[config.mk]
export PLATFORM = sky130hd
export DESIGN_NAME = eps_eye_serial
export DESIGN_NICKNAME = d
export VERILOG_FILES = /design/src/rtl/eps_pkg.sv /design/src/rtl/eps_eye_serial.sv
export SDC_FILE = /design/constraint.sdc
export NUM_CORES = 1
export LEC_CHECK = 0
export BUFFER_PORTS_ARGS = -buffer_cell sky130_fd_sc_hd__buf_2
export CAP_MARGIN = 20
export CORE_MARGIN = 8
export CORE_UTILIZATION = 55
export DETAILED_ROUTE_END_ITERATION = 16
export PLACE_DENSITY = 0.75
export SLEW_MARGIN = 20
export SYNTH_ARGS = -nofsm -noshare
export SYNTH_HDL_FRONTEND = slang
export SYNTH_SLANG_ARGS = --single-unit
[constraint.sdc]
create_clock -name clk_sys -period 4 [get_ports clk_sys]
set_clock_uncertainty 0.1 [all_clocks]
set_input_delay 0.6 -clock clk_sys [delete_from_list [all_inputs] [get_ports clk_sys]]
set_output_delay 0.6 -clock clk_sys [all_outputs]
set_load 0.05 [all_outputs]
[src/rtl/eps_pkg.sv]
`default_nettype none
package eps_pkg;
	// Frame layout
	localparam int unsigned COORD_BITS = 8;
	localparam int unsigned FRAME_BITS = 16;
	// Reset values of the serial pins and the bit counter
	localparam logic RST_STROBE_N = 1'h1;
	localparam logic RST_DATA = 1'h0;
	localparam logic [4:0] RST_BIT_CNT = 5'h00;
	// Gap state length after each frame, in shift clock periods; the strobe stays high at least one period more
	localparam logic [1:0] GAP_PERIODS = 2'h1;

	typedef struct packed {
		logic [7:0] x;
		logic [7:0] y;
	} eps_sample_t;
endpackage
`default_nettype wire

[src/rtl/eps_eye_serial.sv]
// Functional notes
// - Each sample leaves as one 16-bit serial frame built from two 8-bit coordinates.
// - The horizontal byte goes out first, then the vertical byte.
// - Each byte goes out low bit first by default; a parameter selects high bit first.
// - One new bit is driven on each of the first 16 rising edges of a frame of the 1.536 MHz shift clock.
// - The strobe stays low for the whole frame; the receiver trusts data only then.
// - The strobe only changes on rising edges of the shift clock.
`default_nettype none
module eps_eye_serial #(
	parameter bit LSB_FIRST = 1'b1
) (
	input wire logic clk_sys,
	input wire logic sys_rst,
	input wire logic eye_shift_clock,
	input wire eps_pkg::eps_sample_t sample_data,
	input wire logic sample_valid,
	output logic sample_ready,
	output logic eye_data,
	output logic eye_frame_strobe_n
);
	typedef enum logic [1:0] {EPS_IDLE, EPS_SHIFT, EPS_GAP} eps_state_t;

	// ****************************************
	// Shift clock edge detect
	// ****************************************
	// The shift clock is an unrelated pin: three flops, and a level
	// only counts once the second and third stages agree, so a
	// metastable first stage cannot fake an edge.
	logic [2:0] sclk_sync_reg;
	logic sclk_level_reg;
	logic sclk_rise;

	always_ff @(posedge clk_sys) begin
		if (sys_rst) begin
			sclk_sync_reg <= 3'h0;
		end else begin
			sclk_sync_reg <= {sclk_sync_reg[1:0], eye_shift_clock};
		end
	end

	// Filtered level resets to the idle level of the pin
	always_ff @(posedge clk_sys) begin
		if (sys_rst) begin
			sclk_level_reg <= 1'b0;
		end else if (sclk_sync_reg[1] == sclk_sync_reg[2]) begin
			sclk_level_reg <= sclk_sync_reg[2];
		end
	end

	assign sclk_rise = sclk_sync_reg[1] & sclk_sync_reg[2] &
		~sclk_level_reg;

	// ****************************************
	// Frame sequencer
	// ****************************************
	eps_state_t state_reg;
	logic [15:0] shift_reg;
	logic [4:0] bit_cnt_reg;
	logic [1:0] gap_cnt_reg;
	logic [15:0] frame_next;

	// Reorders bits of a byte when high bit first is chosen
	function automatic logic [7:0] eps_order(input logic [7:0] b);
		logic [7:0] r;
		r = b;
		if (!LSB_FIRST) begin
			for (int i = 0; i < 8; i++) begin
				r[i] = b[7 - i];
			end
		end
		return r;
	endfunction

	// Shift register sends bit 0 first; X occupies the low byte
	assign frame_next = {eps_order(sample_data.y),
		eps_order(sample_data.x)};

	always_ff @(posedge clk_sys) begin
		if (sys_rst) begin
			state_reg <= EPS_IDLE;
			shift_reg <= 16'h0000;
			bit_cnt_reg <= eps_pkg::RST_BIT_CNT;
			gap_cnt_reg <= 2'h0;
			eye_data <= eps_pkg::RST_DATA;
			eye_frame_strobe_n <= eps_pkg::RST_STROBE_N;
			sample_ready <= 1'b0;
		end else begin
			sample_ready <= 1'b0;
			// All pin changes wait for a shift clock rising edge
			if (sclk_rise) begin
				unique case (state_reg)
					EPS_IDLE: begin
						if (sample_valid) begin
							shift_reg <= {1'b0, frame_next[15:1]};
							eye_data <= frame_next[0];
							eye_frame_strobe_n <= 1'b0;
							bit_cnt_reg <= 5'h01;
							sample_ready <= 1'b1;
							state_reg <= EPS_SHIFT;
						end
					end
					EPS_SHIFT: begin
						if (bit_cnt_reg == 5'(eps_pkg::FRAME_BITS)) begin
							// Sixteen bits out: release strobe
							eye_frame_strobe_n <= 1'b1;
							eye_data <= eps_pkg::RST_DATA;
							gap_cnt_reg <= eps_pkg::GAP_PERIODS;
							state_reg <= EPS_GAP;
						end else begin
							eye_data <= shift_reg[0];
							shift_reg <= {1'b0, shift_reg[15:1]};
							bit_cnt_reg <= bit_cnt_reg + 5'h01;
						end
					end
					EPS_GAP: begin
						// Strobe held high at least one full period
						if (gap_cnt_reg == 2'h1) begin
							state_reg <= EPS_IDLE;
						end
						gap_cnt_reg <= gap_cnt_reg - 2'h1;
					end
					default: begin
						state_reg <= EPS_IDLE;
					end
				endcase
			end
		end
	end
endmodule
`default_nettype wire

After elaboration in Yosys (flattened, before gate mapping)
Cells that the tools add are included.
{"block": "totals", "input_bits": 20, "word_cells": 53, "out_inout_bits": 3, "register_bits": 32}
{"block": "classes", "bitwise": 5, "mux": 19, "reduce_logical": 9, "eq_ne": 9, "addsub": 2}
{"cell": "$mux 16", "n": 2}
{"cell": "$pmux 16 s2", "n": 1}
{"cell": "$reduce_and 4->1", "n": 3}
{"cell": "$mux 5", "n": 2}
{"cell": "$pmux 5 s2", "n": 1}
{"cell": "$mux 2", "n": 4}
{"cell": "$ne 2x2->1 const B", "n": 4}
{"cell": "$pmux 2 s3", "n": 1}
{"cell": "$reduce_and 3->1", "n": 2}
{"cell": "$add 5x1->5 const B", "n": 1}
{"cell": "$eq 5x5->1 const B", "n": 1}
{"cell": "$mux 1", "n": 5}
{"cell": "$eq 2x1->1 const B", "n": 2}
{"cell": "$pmux 1 s2", "n": 2}
{"cell": "$pmux 2 s2", "n": 1}
{"cell": "$reduce_bool 2->1", "n": 2}
{"cell": "$not 1->1", "n": 3}
{"cell": "$reduce_or 3->1", "n": 1}
{"cell": "$and 1x1->1", "n": 2}
{"cell": "$eq 2x2->1 const B", "n": 1}
{"cell": "$logic_not 2->1", "n": 1}
{"cell": "$sub 2x1->2 const B", "n": 1}
{"cell": "$eq 1x1->1", "n": 1}

Longest topological paths before layout
{"block": "depth", "word_depth": 4, "depth_mapped": 7, "depth_no_buf": 6}

Least setup slack after synthesis
OpenSTA, ideal clock, no wires.
{"block": "synth_timing", "kind": "reg-to-reg", "from": "register sclk_sync_reg[2]", "to": "register shift_reg[10]", "setup_ns": 0.088, "required_time_ns": 3.812, "stages_incl_launch_ff": 7, "setup_slack_ns": 2.208, "period_less_slack_ns": 1.792, "path_buffers": 1, "t_arrival_ns": 1.604, "path_cell_list": "dfxtp_1 ha_1 or3b_4 a211oi_4 buf_6 nor2_1 a311oi_2"}
{"block": "synth_between", "elab_chain_len": 3}
{"item": "start, declared", "line_no": "eps_eye_serial.sv:29", "rtl": "logic [2:0] sclk_sync_reg;"}
{"item": "start signal, assigned", "line_no": "eps_eye_serial.sv:37", "rtl": "sclk_sync_reg <= {sclk_sync_reg[1:0], eye_shift_clock};"}
{"item": "$and 1x1->1 (2 in a row)", "line_no": "eps_eye_serial.sv:50", "rtl": "assign sclk_rise = sclk_sync_reg[1] & sclk_sync_reg[2] &"}
{"item": "$reduce_and 4->1 (no source line)"}
{"item": "end signal, assigned", "line_no": "eps_eye_serial.sv:94", "rtl": "shift_reg <= {1'b0, frame_next[15:1]};"}
{"item": "end signal, assigned", "line_no": "eps_eye_serial.sv:111", "rtl": "shift_reg <= {1'b0, shift_reg[15:1]};"}
{"item": "end, declared", "line_no": "eps_eye_serial.sv:57", "rtl": "logic [15:0] shift_reg;"}
No other way between the ends.
A chain may end at the register's enable or synchronous reset.

Worst setup path after layout
{"block": "layout_timing", "from": "register bit_cnt_reg[0]", "to": "register shift_reg[5]"}
{"block": "layout_between", "elab_chain_len": 3}
{"item": "start, declared", "line_no": "eps_eye_serial.sv:58", "rtl": "logic [4:0] bit_cnt_reg;"}
{"item": "start signal, assigned", "line_no": "eps_eye_serial.sv:82", "rtl": "bit_cnt_reg <= eps_pkg::RST_BIT_CNT;"}
{"item": "start signal, assigned", "line_no": "eps_eye_serial.sv:112", "rtl": "bit_cnt_reg <= bit_cnt_reg + 5'h01;"}
{"item": "$eq 5x5->1", "line_no": "eps_eye_serial.sv:103", "rtl": "if (bit_cnt_reg == 5'(eps_pkg::FRAME_BITS)) begin"}
{"item": "$ne 2x2->1 (no source line)"}
{"item": "$reduce_and 4->1 (no source line)"}
No other way between the ends.

==> results.toml <==
[outcome]
status = "completed"

[global_routing]
grt.busiest_layer = "met2"
grt.overflow.total = 0
antenna_found_initial = 0
grt_use_met1 = 0.171
grtUsageMet2 = 0.246
grt_pass1_wl_mm = 5.40
grt_pass1_vias = 1251
grt_max_degree = 33
grt_use_total = 0.151
met3_usage = 0.0436

[drt]
avgRoutedWirePerCell_um = 13.7
drcViolationCount = 0
dr.pass1.iters = 4
drt-initial-drc-count = 74
final_antenna_net_count = 0
wirelength_mm = 3.07
viasPerCell = 5.68
num_vias = 1273

[timing]
timing.final.crit_share = 0.522
fin_setup_tns_ns = 0
finalMaxSlewViolations = 0
rsz0062_at_grt = "false"
worstMarginPinSlew_ns = 0.767
setup_violations = 0
holdWs_ns = 0.366
relSlewSlack = 0.488
fmax_mhz = 479
hold_viol = 0
min_period_ns = 2.09

[clocking]
clock_latency_ns = 0.33
cts_num_sinks = 31
cts_buffer_depth = 2
cts_tree = "built"
post_cts_resized = 0
cts_buffers = 5
cts_hold_buf = 0
clkTransAtPathRegs_ns = 0.10
cts_max_level = 2
root_buffer = "clkbuf_4"
post_cts_buffers = 0

[placement]
gp_congestion = 0.826
io_buffers = 22
dp_hpwl_mm = 2.10

[power]
p_leak_nw = 0.621
irDropWorstVdd_uv = 276
p_int_w = 0.000391
pwr-share-comb = 0.053
p_sw_frac = 0.236
clkPwrFrac = 0.337
p_sw_w = 0.000121
powerDensity_nw_per_um2 = 306
p_seq_frac = 0.610

[synth]
syn_area_sq_um = 1520
ys_types = 31
synth-main-ff-cell = "dfxtp_1"
yosys-top-cells-area = "dfxtp_1 41%, a311oi_2 14%, nand2_1 8.1%"
ys.warnings.count = 0
syn-num-nets = 196
synth_edf_count = 0
synth_common_cells = "33 x nand2_1, 31 x dfxtp_1, 25 x nor2_1"
syn_area_per_cell_sq_um = 8.84
synth_top_area_cell = "dfxtp_1"
synth.most_common_cell = "nand2_1"
ys_ff_latch = 31
synthArstFlopShare = 0
netlist_instances = 172
synth_top_cell_area_share = 0.408
yosysSeqAreaShare = 0.408

[job]
maxCapViolations = 0

[final_layout]
fill_cells = 249
syn2layout_area_growth_pct = 9.88
largest_reg_flops = 15
final_nets = 216
antennaDiodeCount = 0
drive_above_1_share = 0.254

[worst_setup_path]
required_ns = 4.15
path_class = "reg -> reg"
crit_fanout = 32
endpoint_kind = "flip-flop"
critical-path-max-stage-delay_ns = 0.42
critical_path.slowest_cell = "dfxtp_1"
path_cells = "inv_1 > ha_1 > and4bb_2 > a211oi_4 > buf_4 > nor2_1 > a311oi_2"
cp-start-kind = "flip-flop"
arrival_ns = 2.23

[floorplanning]
fp.coreArea_sq_um = 2690
design.die.area_sq_um = 4700
fp-row-count = 19
die_y_um = 68.6
start_util = 0.566
die_width_um = 68.6
ios = 23

[min_path]
hold_class = "reg -> reg"
## final timing paths
path	cells after the start	from	end	slack (ns)
worst min register to register	1	sclk_sync_reg[0]	sclk_sync_reg[1]	0.37
worst max-delay path	7	bit_cnt_reg[0]	shift_reg[5]	1.91
worst max register to register	7	bit_cnt_reg[0]	shift_reg[5]	1.91
worst min-delay path	1	sclk_sync_reg[0]	sclk_sync_reg[1]	0.37
## cells by family after synthesis
group	share of synthesized area
fa+ha+maj	0.0329
simple gates	0.257
mux	0.0132
buf+inv	0.0543
compound gates	0.235
flops	0.408
## power by group through the flow
stage / combinational (W) / sequential [W] / clock (W)
after floorplan: 0.0000157 / 0.000319 / 0
after global placement: 0.0000260 / 0.000319 / 0
after detailed placement: 0.0000273 / 0.000319 / 0
after CTS: 0.0000274 / 0.000312 / 0.000179
after global routing: 0.0000302 / 0.000312 / 0.000188
final: 0.0000271 / 0.000312 / 0.000172
## routing by layer
layer | vias to the layer above | share of wire | routed length [um]
met5 | - | 0 | 0
met4 | 0 | 0.020 | 61
met3 | 5 | 0.047 | 144
met2 | 23 | 0.48 | 1460
met1 | 610 | 0.46 | 1400
li1 | 635 | - | -
## critical path, delay by kind of cell, from the launching register on
kind | cells | cell delay, ns
adders and majority gates | 1 | 0.18
buffers and inverters | 2 | 0.44
DFF | 1 | 0.42
and+or+nand+nor | 2 | 0.40
AOI/OAI and AO/OA | 2 | 0.45
## layout by cell type (no fill, tap or decap), drive strengths merged
cell type  Yosys  layout
nand3          5       5
and2           1       1
a211oi         3       3
clkbuf         4       7
nand2b         3       3
a21oi          8       8
inv            5       5
clkinv         0       1
nor2b          7       7
a21o           1       1
nand3b         3       3
buf            7      24
a2bb2oi        1       1
nor4           1       1
mux2i          2       2
a311oi        14      14
or4            1       1
nor2          25      25
or3b           1       1
dfxtp         31      31
a31oi          1       1
nand2         33      33
ha             4       4
and4bb         1       1
o21ai          8       8
nor3b          1       1
o22a           1       1
## metrics by stage
| stage | setup WS, ns | total power [W] | std cells | area, sq um | util |
|---|---|---|---|---|---|
| after floorplan | 2.21 | 0.000335 | 172 | 1520 | - |
| after global placement | 1.99 | 0.000345 | 216 | 1620 | 0.603 |
| after detailed placement | 1.93 | 0.000346 | 216 | 1620 | 0.603 |
| final | 1.91 | 0.000511 | 224 | 1670 | 0.622 |
| after CTS | 1.90 | 0.000518 | 224 | 1670 | 0.622 |
| after global routing | 1.72 | 0.000531 | 224 | 1670 | 0.622 |
## final cells by class
class / count / area (sq um) / share of cell area
Tap cell: 31 / 38.8 / 0.0232
Clock buffer: 7 / 45.0 / 0.0270
Inverter: 5 / 18.8 / 0.0112
Timing Repair Buffer: 24 / 125 / 0.0749
Sequential cell: 31 / 621 / 0.372
Multi-Input combinational cell: 125 / 817 / 0.489
Clock inverter: 1 / 5.00 / 0.00300
No activity file was read; power rests on OpenSTA's default activity.
